File: src/core/sync_out_pkg.sv
// Purpose: shared constants, types and timing tables for the sync output stage
// Assumes: pixel clock is clk_sys; controls come from the serial control register bank
// Notes: the offsets are two's complement, positive delays an edge
// Notes on behaviour
// (RULE_01) core horizontal sync drives horizontal sync pin
// (RULE_02) vertical pin: vsync, or field when selected
// (RULE_03) data-enable pin: active region, or field when selected
// (RULE_04) field can leave on either shared pin
// (RULE_05) default edge positions follow current video standard
// (RULE_06) seven offsets: two 10-bit, five 4-bit
// (RULE_07) offsets signed: negative advances, positive delays
// (RULE_08) three controls invert hsync, field, vsync outputs
// (RULE_09) hsync start offset: signed pixel clock count
// (RULE_10) zero keeps edge; 0x001-0x1FF move later
// (RULE_11) 0x200-0x3FF move earlier, up to 512 clocks
// (RULE_12) standard-definition horizontal defaults per table
// (RULE_13) high-definition horizontal defaults per table
// (RULE_14) graphics horizontal defaults per table
// (RULE_15) hsync end offset uses same signed encoding
// (RULE_16) vertical offsets: signed 4-bit line counts
// (RULE_17) shifted edge equals default plus signed offset
package sync_out_pkg;

    // ****************************************
    // register map and reset values
    // ****************************************
    localparam logic [7:0] HSYNC_START_OFFSET_ADDR = 8'h7c;
    localparam logic [9:0] HS_OFFSET_RESET = 10'h000;
    localparam logic [3:0] LINE_OFFSET_RESET = 4'h0;

    // ****************************************
    // timing constants
    // ****************************************
    localparam int unsigned PIXEL_PERIOD_NS = 40;
    localparam logic [11:0] HS_LEAD_POS = 12'h000;
    localparam logic [11:0] VS_START_LINE = 12'h000;
    localparam logic [11:0] VS_LINES_PROG = 12'h005;
    localparam logic [11:0] VS_LINES_INTL = 12'h003;
    localparam logic [11:0] FIELD_TOGGLE_LINE = 12'h000;
    localparam logic [11:0] COUNT_MAX = 12'hfff;

    typedef enum logic [3:0] {
        STD_525I = 4'h0, STD_625I = 4'h1, STD_525P = 4'h2, STD_625P = 4'h3,
        STD_720P = 4'h4, STD_1080I = 4'h5, STD_1080P = 4'h6,
        STD_VGA60 = 4'h7, STD_SVGA60 = 4'h8, STD_XGA60 = 4'h9
    } video_std_t;

    typedef struct packed {
        logic [11:0] sync_to_active;
        logic [11:0] width;
        logic [11:0] total;
    } h_timing_t;

    // default horizontal timing, indexed by video_std_t, 1x output
    localparam h_timing_t H_TABLE [10] = '{
        '{12'h076, 12'h040, 12'h35a}, '{12'h080, 12'h040, 12'h360},
        '{12'h074, 12'h040, 12'h35a}, '{12'h07e, 12'h040, 12'h360},
        '{12'h100, 12'h028, 12'h672}, '{12'h0bc, 12'h02c, 12'h898},
        '{12'h076, 12'h02c, 12'h898}, '{12'h08c, 12'h060, 12'h320},
        '{12'h0d4, 12'h080, 12'h420}, '{12'h124, 12'h088, 12'h540}
    };

    typedef struct packed {
        logic [9:0] hsync_start_offset;
        logic [9:0] hsync_end_offset;
        logic [3:0] vsync_start_offset;
        logic [3:0] vsync_end_offset;
        logic [3:0] vsync_even_start_offset;
        logic [3:0] even_field_toggle_offset;
        logic [3:0] odd_field_toggle_offset;
        logic hsync_polarity_invert;
        logic field_polarity_invert;
        logic vsync_polarity_invert;
        logic field_on_vertical_pin_select;
        logic field_on_de_select;
    } sync_ctrl_t;

    typedef struct packed {
        logic line_start;
        logic frame_start;
        logic active;
        logic field;
    } core_timing_t;

    typedef struct packed {
        logic hsync;
        logic shared_vertical_pin;
        logic de;
    } sync_pins_t;

    function automatic logic [12:0] sext10(input logic [9:0] v);
        sext10 = {{3{v[9]}}, v};
    endfunction : sext10

    function automatic logic [12:0] sext4(input logic [3:0] v);
        sext4 = {{9{v[3]}}, v};
    endfunction : sext4

    function automatic logic interlaced(input video_std_t s);
        interlaced = (s == STD_525I) || (s == STD_625I) || (s == STD_1080I);
    endfunction : interlaced

endpackage : sync_out_pkg

File: src/core/sync_edge_wrap.sv
// Purpose: default position plus signed offset, wrapped into one period
// Assumes: offset already sign extended to 13 bits, modulus not zero
// Notes: combinational, so the edge moves in the same cycle the offset changes
`timescale 1ns/100ps
module sync_edge_wrap (
    input wire logic [11:0] base,
    input wire logic [12:0] offset,
    input wire logic [11:0] modulus,
    output logic [11:0] pos
);
    import sync_out_pkg::*;

    logic [13:0] sum;

    always_comb begin
        sum = {2'b00, base} + {offset[12], offset}; // [RULE_17]
        if (sum[13]) begin
            pos = 12'(sum + {2'b00, modulus});
        end else if (sum[12:0] >= {1'b0, modulus}) begin
            pos = 12'(sum - {2'b00, modulus});
        end else begin
            pos = sum[11:0];
        end
    end

endmodule : sync_edge_wrap

File: src/core/sync_output_positioning.sv
// Purpose: place, invert and route hsync, vsync and field, and route data enable, onto pins
// Assumes: core timing arrives on clk_sys; line_start marks nominal hsync leading edge
// Notes: vertical edges change at the shifted hsync leading edge of the matching line
`timescale 1ns/100ps
module sync_output_positioning (
    input wire logic clk_sys,
    input wire logic rst_n,
    input wire sync_out_pkg::video_std_t video_std,
    input wire sync_out_pkg::core_timing_t core_timing,
    input wire sync_out_pkg::sync_ctrl_t ctrl,
    output sync_out_pkg::sync_pins_t pins
);
    import sync_out_pkg::*;

    // ****************************************
    // counters and measured field length
    // ****************************************
    logic [11:0] pix;
    logic [11:0] next_pix;
    logic [11:0] line;
    logic [11:0] next_line;
    logic [11:0] field_len;
    logic [11:0] next_field_len;
    h_timing_t ht;
    logic [11:0] vs_lines;

    always_comb begin
        ht = H_TABLE[video_std]; // [RULE_05] [RULE_12] [RULE_13] [RULE_14]
        vs_lines = interlaced(video_std) ? VS_LINES_INTL : VS_LINES_PROG;
        next_pix = pix;
        next_line = line;
        next_field_len = field_len;
        if (core_timing.line_start) begin
            next_pix = HS_LEAD_POS;
            if (core_timing.frame_start) begin
                next_line = 12'h000;
                next_field_len = 12'(line + 12'h001);
            end else if (line != COUNT_MAX) begin
                next_line = 12'(line + 12'h001);
            end
        end else if (pix != COUNT_MAX) begin
            next_pix = 12'(pix + 12'h001);
        end
    end

    always_ff @(posedge clk_sys) begin
        if (!rst_n) begin
            pix <= 12'h000;
            line <= 12'h000;
            field_len <= COUNT_MAX;
        end else begin
            pix <= next_pix;
            line <= next_line;
            field_len <= next_field_len;
        end
    end

    // ****************************************
    // shifted edge positions
    // ****************************************
    logic [11:0] hs_start_pos;
    logic [11:0] hs_end_pos;
    logic [11:0] vs_start_pos;
    logic [11:0] vs_end_pos;
    logic [11:0] fld_pos;
    logic [3:0] vs_start_sel;
    logic [3:0] fld_sel;

    assign vs_start_sel = core_timing.field ? ctrl.vsync_even_start_offset
                                            : ctrl.vsync_start_offset;
    assign fld_sel = core_timing.field ? ctrl.odd_field_toggle_offset
                                       : ctrl.even_field_toggle_offset;

    sync_edge_wrap u_hs_start (
        .base(HS_LEAD_POS),
        .offset(sext10(ctrl.hsync_start_offset)), // [RULE_09] [RULE_10] [RULE_11]
        .modulus(ht.total),
        .pos(hs_start_pos)
    );
    sync_edge_wrap u_hs_end (
        .base(ht.width),
        .offset(sext10(ctrl.hsync_end_offset)), // [RULE_15]
        .modulus(ht.total),
        .pos(hs_end_pos)
    );
    sync_edge_wrap u_vs_start (
        .base(VS_START_LINE),
        .offset(sext4(vs_start_sel)), // [RULE_16] [RULE_06]
        .modulus(field_len),
        .pos(vs_start_pos)
    );
    sync_edge_wrap u_vs_end (
        .base(vs_lines),
        .offset(sext4(ctrl.vsync_end_offset)), // [RULE_16]
        .modulus(field_len),
        .pos(vs_end_pos)
    );
    sync_edge_wrap u_field (
        .base(FIELD_TOGGLE_LINE),
        .offset(sext4(fld_sel)), // [RULE_07]
        .modulus(field_len),
        .pos(fld_pos)
    );

    // ****************************************
    // sync state
    // ****************************************
    logic hs_state;
    logic next_hs_state;
    logic vs_state;
    logic next_vs_state;
    logic field_q;
    logic next_field_q;
    logic line_tick;
    sync_pins_t next_pins;

    assign line_tick = (pix == hs_start_pos);

    always_comb begin
        next_hs_state = hs_state;
        next_vs_state = vs_state;
        next_field_q = field_q;
        if (pix == hs_start_pos) begin
            next_hs_state = 1'b1; // [RULE_01]
        end else if (pix == hs_end_pos) begin
            next_hs_state = 1'b0;
        end
        if (line_tick) begin
            if (line == vs_start_pos) begin
                next_vs_state = 1'b1;
            end else if (line == vs_end_pos) begin
                next_vs_state = 1'b0;
            end
            if (line == fld_pos) begin
                next_field_q = core_timing.field;
            end
        end
        next_pins.hsync = hs_state ^ ctrl.hsync_polarity_invert; // [RULE_08]
        next_pins.shared_vertical_pin = ctrl.field_on_vertical_pin_select
            ? (field_q ^ ctrl.field_polarity_invert)
            : (vs_state ^ ctrl.vsync_polarity_invert); // [RULE_02] [RULE_04]
        next_pins.de = ctrl.field_on_de_select
            ? (field_q ^ ctrl.field_polarity_invert)
            : core_timing.active; // [RULE_03] [RULE_04]
    end

    always_ff @(posedge clk_sys) begin
        if (!rst_n) begin
            hs_state <= 1'b0;
            vs_state <= 1'b0;
            field_q <= 1'b0;
            pins <= '0;
        end else begin
            hs_state <= next_hs_state;
            vs_state <= next_vs_state;
            field_q <= next_field_q;
            pins <= next_pins;
        end
    end

    // ****************************************
    // checks
    // ****************************************
    AST_HS_LEAD_EDGE: assert property ( // [RULE_09]
        @(posedge clk_sys) disable iff (!rst_n)
        (pix == hs_start_pos) |=> hs_state ##1 (pins.hsync != $past(ctrl.hsync_polarity_invert)))
        else $error("hsync did not start at its shifted leading edge");

    AST_HS_TRAIL_EDGE: assert property ( // [RULE_15]
        @(posedge clk_sys) disable iff (!rst_n)
        (pix == hs_end_pos && pix != hs_start_pos) |=> !hs_state)
        else $error("hsync did not end at its shifted trailing edge");

    AST_HS_ZERO_OFFSET: assert property ( // [RULE_10]
        @(posedge clk_sys) disable iff (!rst_n)
        (ctrl.hsync_start_offset == 10'h000) |-> (hs_start_pos == HS_LEAD_POS))
        else $error("zero start offset moved the leading edge");

    AST_HS_ONE_EARLIER: assert property ( // [RULE_11]
        @(posedge clk_sys) disable iff (!rst_n)
        (ctrl.hsync_start_offset == 10'h3ff) |-> (hs_start_pos == 12'(ht.total - 12'h001)))
        else $error("offset 0x3FF is not one pixel clock earlier");

    AST_HS_DEFAULT_WIDTH: assert property ( // [RULE_12]
        @(posedge clk_sys) disable iff (!rst_n)
        (ctrl.hsync_end_offset == 10'h000) |-> (hs_end_pos == ht.width))
        else $error("default trailing edge is not at the standard width");

    AST_VS_PIN_ROUTE: assert property ( // [RULE_02]
        @(posedge clk_sys) disable iff (!rst_n)
        !ctrl.field_on_vertical_pin_select |=>
            (pins.shared_vertical_pin == ($past(vs_state) ^ $past(ctrl.vsync_polarity_invert))))
        else $error("vertical pin does not carry vsync");

    AST_DE_FIELD_ROUTE: assert property ( // [RULE_03]
        @(posedge clk_sys) disable iff (!rst_n)
        ctrl.field_on_de_select |=>
            (pins.de == ($past(field_q) ^ $past(ctrl.field_polarity_invert))))
        else $error("data-enable pin does not carry field when selected");

    AST_VS_LINE_START: assert property ( // [RULE_16]
        @(posedge clk_sys) disable iff (!rst_n)
        (line_tick && line == vs_start_pos) |=> vs_state ##1
            (ctrl.field_on_vertical_pin_select || $past(ctrl.vsync_polarity_invert)
             || pins.shared_vertical_pin))
        else $error("vsync did not start on its shifted line");

endmodule : sync_output_positioning

File: config.mk
export PLATFORM = sky130hd
export DESIGN_NAME = sync_output_positioning
export DESIGN_NICKNAME = d
export VERILOG_FILES = /design/src/core/sync_out_pkg.sv /design/src/core/sync_edge_wrap.sv /design/src/core/sync_output_positioning.sv
export SDC_FILE = /design/constraint.sdc
export NUM_CORES = 1
export LEC_CHECK = 0
export BUFFER_PORTS_ARGS = -buffer_cell sky130_fd_sc_hd__buf_2
export CAP_MARGIN = 25
export CORE_MARGIN = 3
export CORE_UTILIZATION = 45
export DETAILED_ROUTE_END_ITERATION = 16
export SYNTH_ARGS = -nofsm -noshare
export SYNTH_HDL_FRONTEND = slang
export SYNTH_SLANG_ARGS = --single-unit
File: constraint.sdc
create_clock -name clk_sys -period 6.9 [get_ports clk_sys]
set_input_delay 0.69 -clock clk_sys [delete_from_list [all_inputs] [get_ports clk_sys]]
set_output_delay 0.69 -clock clk_sys [all_outputs]
set_load 0.01 [all_outputs]
==> results.md, run 1 <==
* Status: completed
* First-pass GRT wire length at 54,500 um
* RSZ-0062 raised after global routing: false
* Max cap viols at 0
* Max Fclk at 166 MHz
* Via count at 10,944
* Synth cell types at 84
* Syn Area/Cell at 7.23 um2
* Initial antenna violation count at 0
* Die footprint at 24,600 um2
* Pre-CTS setup slack at 0.746 ns
* Setup CP Type: in2reg
* Die Height at 157 um
* Fin nets at 1,612
* Utilization after layout at 49.1%
* Row cnt at 54
* CTS H-tree lvls at 2
* YS warnings at 0
* Register area share after synthesis at 8.21%
* EDFF count, synth at 0
* Synth async-reset ratio at 0%
* Max-slew violations at 0
* Worst Slack Setup Final at 0.861 ns
* Worst relative slew slack at 38.8%
* Inserted Diodes at 0
* Global placement routability congestion at 0.952
* DP HPWL at 27,100 um
* Final setup TNS at 0 ns
* Nature of the critical path startpoint: input pin
* Final instance area at 10,900 um2
* Fin crit share at 87.5%
* Routed wire length at 34,700 um
* Setup bufs post-CTS at 0
* Setup-failing EPs final at 0
* 1st-pass router iterations at 6
* VDD IR max at 0.0000758 V
* Drt wl/cell at 20.4 um
* Cell area after synthesis at 10,200 um2
* Commonest non-fill, non-tap cell in the layout: ha_1
* Clk_skew at 0.0100 ns
* Crit path time final at 6.04 ns
* # clock sinks at 42
* Grt ovf at 0
* CP arrival at 6.20 ns
* Yosys reg bits at 42
* PwrDens at 145 nW/um2
* Leakage power at 0.00470 uW
* Mapped Nets at 1,611
* Largest net degree at the start of global routing at 34
* # DRC at 0
* HP Class: reg2reg
* CORE AREA at 22,100 um2
* Port bufs at 57
* Worst-Skew Late Latency at 0.28 ns
* CTS root buf: clkbuf_16
* CP max FO at 8
* ANT nets after route at 0
* Max Buffers Root-to-Sink at 2
* # resized after CTS at 0
* Primary FF master, synth: dfxtp_1
* Vias in the first global route at 10,075
* Worst-path clk slew at 0.06 ns
* Violation count after the first detailed-routing iteration at 820
* Dpl cell area at 10,700 um2
* Via/cell ratio at 6.44
* Gate Count Post-Synth at 1,418
* Layout cells sized above 1 at 8.87%
* CTS buffer count at 5
* Chip width at 157 um
* Setup crit end kind: flop
* TritonCTS clock tree: yes
* Worst endpoint required time at 7.06 ns
* Total track usage at 27.3%
* Slew @ Worst Pin at 0.904 ns
* Hold Vio Cnt, Final at 0
* Area Overhead vs Synth at 5.93%
* Commonest cells after routing, fill and taps aside: 130 x ha_1, 97 x inv_1, 95 x nor2_1
* Hold Buf Count CTS at 0
* Ports at 58
* Initial Util at 46.4%
[synthesized netlist by cell type, types with 14 or more instances]
library cell | instances | area, um2
a2111oi_0 | 14 | 123
a211oi_1 | 36 | 270
a21o_1 | 17 | 128
a21oi_1 | 81 | 405
a31oi_1 | 15 | 93.8
and2_1 | 15 | 93.8
and3_1 | 20 | 125
clkbuf_1 | 78 | 293
dfxtp_1 | 42 | 841
ha_1 | 130 | 1630
inv_1 | 97 | 364
mux2i_1 | 14 | 140
nand2_1 | 79 | 297
nand2b_1 | 37 | 231
nand3_1 | 37 | 185
nand4_1 | 22 | 138
nor2_1 | 96 | 360
nor2b_1 | 34 | 213
nor3_1 | 56 | 280
nor4_1 | 21 | 131
o211ai_1 | 18 | 135
o21ai_0 | 67 | 335
o22ai_1 | 14 | 87.6
o31ai_1 | 14 | 105
or3_1 | 18 | 113
xnor2_1 | 61 | 534
xor2_1 | 40 | 350
[sequential cells by signal (all words and copies together) (netlist names)]
signal     cells
pins           3
field_q        1
vs_state       1
pix           12
hs_state       1
field_len     12
line          12
[power by group]
part	internal, uW	leakage (uW)	switching [uW]	total, uW
Combinational	437	0.00428	647	1080
Clock	134	0.0000708	94.7	229
Sequential	249	0.000343	15.5	265
[area by class of cell]
cell class,instances,area (um2)
Fill cell,2246,11200
Multi-Input combinational cell,1196,8720
Sequential cell,42,841
Timing Repair Buffer,77,435
Inverter,97,364
Tap cell,280,350
Clock buffer,6,129
Clock inverter,2,13.8
[metrics by stage]
step	instances	total power, uW	hold WS, ns
6_report	1700	1580	0.489
5_1_grt	1700	1700	0.515
4_1_cts	1700	1560	0.492
3_5_place_dp	1692	1330	0.481
3_3_place_gp	1692	1330	0.474
2_1_floorplan	1418	1070	0.447
[cell families after synthesis]
logic type / count (synthesis) / synth area share [%]
buf+inv: 180 / 6.70
flops: 42 / 8.21
simple gates: 499 / 26.3
xor+xnor: 101 / 8.63
compound gates: 437 / 30.5
fa+ha+maj: 138 / 17.4
mux: 21 / 2.14
[per-layer routing]
layer | track usage (%) | up-vias | share of wire, %
met3 | 1.46 | 82 | 4.5
met5 | 0 | - | 0
met4 | 11.6 | 0 | 4.6
li1 | - | 5312 | -
met2 | 47.1 | 411 | 49
met1 | 35.3 | 5139 | 42
[final timing paths]
kind | from | endpoint | slack (ns) | depth (start not counted)
worst max-delay path | video_std[0] | hs_state | 0.86 | 24
worst min-delay path | field_q | field_q | 0.49 | 2
worst max register to register | field_len[1] | field_q | 2.01 | 12
worst min register to register | field_q | field_q | 0.49 | 2
[worst max-delay path, cell delays in order]
cell	delay, ns
buf_2	0.14
inv_1	0.09
ha_1	0.30
nand2_1	0.17
inv_1	0.15
ha_1	0.18
inv_1	0.06
fa_1	0.41
nand4b_1	0.23
a21oi_1	0.16
nor2_1	0.08
xnor2_1	0.25
inv_1	0.10
ha_1	0.44
nor2b_1	0.27
nor3_1	0.08
a221o_1	0.38
o311ai_1	0.80
o221ai_1	0.32
xnor2_1	0.19
and3_1	0.16
nand4_1	0.08
o41ai_1	0.33
a21boi_0	0.12
Power figures use the tool's default switching activity.
==> run 2: changes to the inputs <==
--- a/config.mk
+++ b/config.mk
@@ -10,6 +10,8 @@
 export CORE_MARGIN = 3
 export CORE_UTILIZATION = 45
 export DETAILED_ROUTE_END_ITERATION = 16
+export HOLD_SLACK_MARGIN = 0.05
 export SYNTH_ARGS = -nofsm -noshare
 export SYNTH_HDL_FRONTEND = slang
+export SYNTH_HIERARCHICAL = 1
 export SYNTH_SLANG_ARGS = --single-unit
==> run 2 against run 1 <==
  * Worst hold slack improved by 0.014 ns
  * Via count is 21% higher
  * Synthesized cell count up 26%
  * Sequential power barely moved
  * Global-route usage decreased by 3.5 points
  * Combinational power increased by 120%
  * Clock skew is 0.0013 ns lower
  * Register-to-register slack improved by 0.81 ns
  * Largest cell class unchanged
  * Critical path type unchanged
  * Highest routed layer unchanged
  * Power up 87%
  * Fmax up 7.7%
==> results.md, run 2 <==
* Utilization after layout at 48.7% (-0.48 points)
* Max cap viols at 0 (unchanged)
* Area Overhead vs Synth at 5.74%
* Gate Count Post-Synth at 1,784 (+26%)
* Synth Area in Simple Gates at 26.0% (-0.32 points)
* Clk_skew at 0.00877 ns (-0.00127 ns)
* Fin nets at 2,097 (+30%)
* Yosys reg bits at 42 (unchanged)
* CP Cell Sequence: buf_2, inv_1, ha_1, nor2b_1, o21ba_2, fa_1, a211oi_1, o21ai_1, a21oi_1, xnor2_1, ha_1, a21oi_1, a21boi_2, o31ai_2, nand2_1, a221oi_2, xnor2_1, nand4_1, nor4_1, o22ai_1
* Synth cell types at 107 (+27%)
* EDFF count, synth at 0 (unchanged)
* Leakage power at 0.00625 uW (+33%)
* PwrDens at 210 nW/um2 (+44%)
* Global placement routability congestion at 0.910 (-4.4%)
* Hold Buf Count CTS at 0 (unchanged)
* Met2 Wirelength at 18,500 um (+9.5%)
* Chip width at 178 um (+13%)
* Grt ovf at 0 (unchanged)
* Slowest cell on crit path: o31ai_2
* Max-slew violations at 0 (unchanged)
* Metal-1 WL at 17,200 um (+17%)
* VDD IR max at 0.000109 V (+44%)
* Pre-CTS setup slack at 1.05 ns (+0.303 ns)
* Met3 wire length at 1680 um (+7.0%)
* Slew @ Worst Pin at 0.962 ns (+0.0574 ns)
* Commonest cells after routing, fill and taps aside: 185 x ha_1, 139 x a21oi_1, 137 x nor2_1
* Multi-input gate area at 11,700 um2 (+34%)
* CTS H-tree lvls at 2 (unchanged)
* Largest net degree at the start of global routing at 38 (+12%)
* Post-synthesis mux area share at 2.11% (-0.026 points)
* Die footprint at 31,600 um2 (+28%)
* Total power at 2950 uW (+87%)
* Crit path time final at 5.61 ns (-0.432 ns)
* Vias in the first global route at 12,135 (+20%)
* Synth Area in XOR/XNOR at 9.16% (+0.53 points)
* RSZ-0062 raised after global routing: false
* Cell area after synthesis at 13,300 um2 (+30%)
* CTS buffer count at 5 (unchanged)
* Via count at 13,213 (+21%)
* Fill cell count at 2,942 (+31%)
* Max incr delay on CP at 0.75 ns (-0.05 ns)
* YS warnings at 6 (+6)
* Primary FF master, synth: dfxtp_1
* Worst-Skew Late Latency at 0.28 ns (about the same)
* CP max FO at 14 (+6)
* Total track usage at 23.7% (-3.5 points)
* Initial Util at 46.0% (-0.37 points)
* CTS root buf: clkbuf_16
* CP arrival at 5.77 ns (-0.43 ns)
* # resized after CTS at 0 (unchanged)
* DP HPWL at 30,500 um (+13%)
* # clock sinks at 42 (unchanged)
* HP Class: reg2reg
* Setup crit end kind: flop
* Setup CP Type: in2reg
* Syn Area/Cell at 7.44 um2 (+3.0%)
* 1st-pass router iterations at 5 (-1)
* FF+latch area at 841 um2 (unchanged)
* Worst Slack Setup Final at 1.29 ns (+0.432 ns)
* Largest family of logic cells by synthesized area: compound AO/OA/AOI/OAI gates
* Synth top area share at 17.4% (+1.6 points)
* Top flop regs: field_len (12), line (12), pix (12)
* Register area share after synthesis at 6.33% (-1.9 points)
* Status: completed
* Port bufs at 57 (unchanged)
* First-pass GRT wire length at 62,300 um (+14%)
* Max Fclk at 178 MHz (+7.7%)
* Leading area contributor after synthesis: ha_1
* Worst endpoint required time at 7.07 ns (about the same)
* Hold Vio Cnt, Final at 0 (unchanged)
* Worst-path clk slew at 0.06 ns (about the same)
* CORE AREA at 28,900 um2 (+31%)
* Nature of the critical path startpoint: input pin
* Most frequent cell after synthesis: ha_1
* Via/cell ratio at 5.93 (-7.9%)
* Final instance area at 14,000 um2 (+29%)
* Worst relative slew slack at 34.2% (-4.5 points)
* Initial antenna violation count at 1 (+1)
* Die Height at 178 um (+13%)
* Max Buffers Root-to-Sink at 2 (unchanged)
* Row cnt at 62 (+15%)
* TritonCTS clock tree: yes
* Synth async-reset ratio at 0% (unchanged)
* Adder-Cell Fraction of Synth Area at 19.7% (+2.3 points)
* Synth area leaders: ha_1 17%, dfxtp_1 6.3%, xnor2_1 5.8%
* Ports at 58 (unchanged)
* Compound-Gate Fraction of Synth Area at 29.0% (-1.6 points)
* Dpl cell area at 13,900 um2 (+29%)
* Drt wl/cell at 17.3 um (-16%)
* Top post-synthesis cells by count: 185 x ha_1, 139 x a21oi_1, 137 x nor2_1
* Setup-failing EPs final at 0 (unchanged)
* Final setup TNS at 0 ns (unchanged)
* ANT nets after route at 0 (unchanged)
* Setup bufs post-CTS at 0 (unchanged)
* # DRC at 0 (unchanged)
* Layout cells sized above 1 at 10.6% (+1.8 points)
* Fin crit share at 81.3% (-6.3 points)
* Commonest non-fill, non-tap cell in the layout: ha_1
* Highest metal used: met4
* Violation count after the first detailed-routing iteration at 1,178 (+44%)
* Routed wire length at 38,500 um (+11%)
-- run 2: final cells by class --
class,instances,share of cell area (%)
Inverter,133,3.56
Clock inverter,3,0.312
Timing Repair Buffer,71,2.78
Clock buffer,5,0.891
Multi-Input combinational cell,1589,83.0
Sequential cell,42,5.99
Tap cell,384,3.42
Antenna cell,1,0.0178
-- run 2: report_power, final --
part,internal [uW],switching [uW],leakage [uW],total (uW)
Clock,171,97.0,0.0000842,268
Sequential,249,16.6,0.000343,266
Combinational,995,1420,0.00583,2410
Total,1420,1530,0.00625,2950
-- run 2: cells by family (layout without fill, tap and decap cells) --
family	after synthesis	in the layout
flops	42	42
simple gates	625	625
buf+inv	216	212
compound gates	535	535
fa+ha+maj	200	200
xor+xnor	138	138
mux	26	26
other cells	2	66
-- run 2: metrics by stage --
step | hold WS, ns | instances
after floorplan | 0.447 | 1847
after global placement | 0.489 | 2219
after detailed placement | 0.493 | 2219
after CTS | 0.506 | 2227
after global routing | 0.539 | 2228
final | 0.502 | 2228
-- run 2: layer usage --
metal	vias up	track usage (%)
met3	58	1.37
met1	6190	31.4
met5	-	0
met4	0	6.90
li1	6602	-
met2	363	41.5
-- run 2: critical path: cells and delay by family --
kind / cells / cell delay, ns
AND/OR/NAND/NOR: 4 / 0.74
buffers and inverters: 2 / 0.20
AO/OA/AOI/OAI: 9 / 2.61
XOR/XNOR: 2 / 0.37
adder cells (fa/ha/maj): 3 / 1.14
-- run 2: worst paths after layout --
check	startpoint	endpoint	slack [ns]	cells past startpoint
worst min-delay path	hs_state	hs_state	0.50	2
worst max register to register	field_len[4]	field_q	2.82	12
worst min register to register	hs_state	hs_state	0.50	2
worst max-delay path	video_std[0]	vs_state	1.29	20
==> run 3: changes to the inputs <==
--- a/config.mk
+++ b/config.mk
@@ -5,6 +5,7 @@
 export SDC_FILE = /design/constraint.sdc
 export NUM_CORES = 1
 export LEC_CHECK = 0
+export ABC_AREA = 1
 export BUFFER_PORTS_ARGS = -buffer_cell sky130_fd_sc_hd__buf_2
 export CAP_MARGIN = 25
 export CORE_MARGIN = 3
==> constraint.sdc (replaced) <==
create_clock -name clk_sys -period 5.2 [get_ports clk_sys]
set_input_delay 0.52 -clock clk_sys [delete_from_list [all_inputs] [get_ports clk_sys]]
set_output_delay 0.52 -clock clk_sys [all_outputs]
set_load 0.01 [all_outputs]
==> run 3 against run 2 <==
  * Sequential power increased by 35%
  * Worst hold slack worse by 0.034 ns
  * Sequential share of layout area is 0.59 points lower
  * Final cell count increased by 39%
  * Routed wire length grew 14%
  * Via count increased by 20%
  * Power is 36% higher
  * Utilization grew 0.31 points
  * Combinational power increased by 38%
  * Critical path type unchanged
  * Critical endpoint unchanged
  * Largest cell class unchanged
==> results.md, run 3 <==
* Layout cells sized above 1 at 7.87% (-2.8 points)
* ANT nets after route at 0 (unchanged)
* # DRC at 0 (unchanged)
* Register area share after synthesis at 5.73% (-0.60 points)
* CTS H-tree lvls at 2 (unchanged)
* CTS root buf: clkbuf_16
* Hold Buf Count CTS at 0 (unchanged)
* Nature of the critical path startpoint: input pin
* CP arrival at 4.66 ns (-1.11 ns)
* Worst endpoint required time at 5.35 ns (-1.72 ns)
* Commonest non-fill, non-tap cell in the layout: nand2_1
* Max cap viols at 0 (unchanged)
* Top flop regs: field_len (12), line (12), pix (12)
* Max Buffers Root-to-Sink at 2 (unchanged)
* Leakage power at 0.00906 uW (+45%)
* Syn Area/Cell at 5.70 um2 (-23%)
* Most frequent cell after synthesis: nand2_1
* Synth top area share at 19.9% (+2.5 points)
* Fin nets at 2,908 (+39%)
* Initial Util at 46.1% (+0.099 points)
* RSZ-0062 raised after global routing: false
* Worst Slack Setup Final at 0.692 ns (-0.601 ns)
* Gate Count Post-Synth at 2,571 (+44%)
* Setup CP Type: in2reg
* Slew @ Worst Pin at 0.582 ns (-0.380 ns)
* Synth async-reset ratio at 0% (unchanged)
* Vias in the first global route at 14,937 (+23%)
* # resized after CTS at 0 (unchanged)
* Crit path time final at 4.51 ns
* Worst-path clk slew at 0.07 ns (about the same)
* Ports at 58 (unchanged)
* Violation count after the first detailed-routing iteration at 1,055 (-10%)
* Status: completed
* Global placement routability congestion at 0.994 (+9.3%)
* HP Class: in2reg
* Total track usage at 24.5% (+0.82 points)
* Dpl cell area at 15,400 um2 (+11%)
* Via count at 15,795 (+20%)
* Commonest cells after routing, fill and taps aside: 779 x nand2_1, 437 x inv_1, 185 x ha_1
* Fin crit share at 86.7%
* Grt ovf at 0 (unchanged)
* Primary FF master, synth: dfxtp_1
* Top post-synthesis cells by count: 779 x nand2_1, 437 x inv_1, 185 x ha_1
* Leading area contributor after synthesis: nand2_1
* CP max FO at 11 (-3)
* Die Height at 187 um (+4.9%)
* 1st-pass router iterations at 8 (+3)
* Via/cell ratio at 5.11 (-14%)
* Setup crit end kind: flop
* Max incr delay on CP at 0.46 ns (-0.29 ns)
* Port bufs at 57 (unchanged)
* Final instance area at 15,600 um2 (+11%)
* Clk_skew at 0.00893 ns (+0.000161 ns)
* Max Fclk at 222 MHz
* Max-slew violations at 0 (unchanged)
* YS warnings at 6 (unchanged)
* Cell area after synthesis at 14,700 um2 (+10%)
* Routed wire length at 43,700 um (+14%)
* Slowest cell on crit path: fa_1
* EDFF count, synth at 0 (unchanged)
* CORE AREA at 31,800 um2 (+10%)
* Final setup TNS at 0 ns (unchanged)
* Synth area leaders: nand2_1 20%, ha_1 16%, inv_1 11%
* DP HPWL at 36,600 um (+20%)
* Worst relative slew slack at 61.1% (+27 points)
* VDD IR max at 0.000128 V (+17%)
* Setup bufs post-CTS at 0 (unchanged)
* Chip width at 187 um (+4.9%)
* Row cnt at 65 (+4.8%)
* Drt wl/cell at 14.1 um (-18%)
* First-pass GRT wire length at 72,600 um (+17%)
* # clock sinks at 42 (unchanged)
* Pre-CTS setup slack at 0.400 ns (-0.648 ns)
* Area Overhead vs Synth at 6.18%
* CTS buffer count at 5 (unchanged)
* Initial antenna violation count at 0 (-1)
* Die footprint at 34,800 um2 (+10%)
* Worst-Skew Late Latency at 0.29 ns (about the same)
* Yosys reg bits at 42 (unchanged)
* PwrDens at 257 nW/um2 (+22%)
* Synth cell types at 44 (-59%)
* Setup-failing EPs final at 0 (unchanged)
* Inserted Diodes at 0 (-1)
* TritonCTS clock tree: yes
* Largest net degree at the start of global routing at 29 (-24%)
* Most frequent CP cell: nand2_1
* Fill cell count at 3,483 (+18%)
* Hold Vio Cnt, Final at 0 (unchanged)
-- run 3: cell types whose count changed after synthesis, sizes merged, moves of 23 or more --
cell / change
a211oi: -25
a21o: -23
and3: -39
inv: +340
nand2: +706
nand2b: -28
nand3: +156
nand4: +93
nor2: +46
nor2b: -34
nor3: -44
o211ai: -27
or3: -26
xor2: +40
-- run 3: cell families (layout without fill, tap and decap cells) --
| group | after synthesis | after routing | share of synthesized area [%] |
|---|---|---|---|
| simple gates | 1371 | 1371 | 41.8 |
| buf+inv | 538 | 558 | 15.2 |
| compound gates | 261 | 261 | 9.97 |
| fa+ha+maj | 200 | 200 | 17.8 |
| xor+xnor | 157 | 157 | 9.38 |
| flops | 42 | 42 | 5.73 |
| other cells | 2 | 65 | 0.0512 |
-- run 3: critical path: cells and delay by family --
kind / cells / cell delay, ns
XOR/XNOR: 1 / 0.26
buffers and inverters: 4 / 0.47
AO/OA/AOI/OAI: 3 / 0.36
AND/OR/NAND/NOR: 21 / 1.95
adder cells (fa/ha/maj): 3 / 1.08
-- run 3: metal layers --
layer	part of all wire (%)	track usage (%)
met1	44	31.3
met3	5.3	2.22
met4	2.7	6.54
met5	0	0
met2	48	44.3
-- run 3: final timing paths --
kind | slack [ns] | end | cells past startpoint | start
worst min-delay path | 0.47 | pins[2] | 3 | ctrl[4]
worst max-delay path | 0.69 | vs_state | 32 | video_std[0]
worst min register to register | 0.52 | hs_state | 2 | hs_state
worst max register to register | 1.97 | vs_state | 20 | field_len[2]
-- run 3: power by group --
part / total (uW) / leakage (uW) / internal [uW] / switching, uW
Combinational: 3320 / 0.00864 / 1180 / 2140
Sequential: 359 / 0.000343 / 331 / 28.2
Clock: 326 / 0.0000752 / 183 / 143
Total: 4000 / 0.00906 / 1690 / 2310
-- run 3: final cells by class --
type / count / area, um2 / share of cell area, %
flip-flops and latches: 42 / 841 / 5.40
multi-input cells: 2054 / 11800 / 76.0
repair buffers: 74 / 413 / 2.65
inverters: 476 / 1790 / 11.5
well taps: 435 / 544 / 3.50
clock inverters: 3 / 26.3 / 0.169
clock buffers: 5 / 125 / 0.804
-- run 3: metrics by stage --
stage / hold WS [ns] / instances / power, uW / utilization, %
floorplan: 0.451 / 2634 / 2940 / -
global placement: 0.517 / 3081 / 3590 / 48.5
detailed placement: 0.513 / 3081 / 3590 / 48.5
CTS: 0.464 / 3089 / 3940 / 49.0
global route: 0.484 / 3089 / 4460 / 49.0
finish: 0.468 / 3089 / 4000 / 49.0
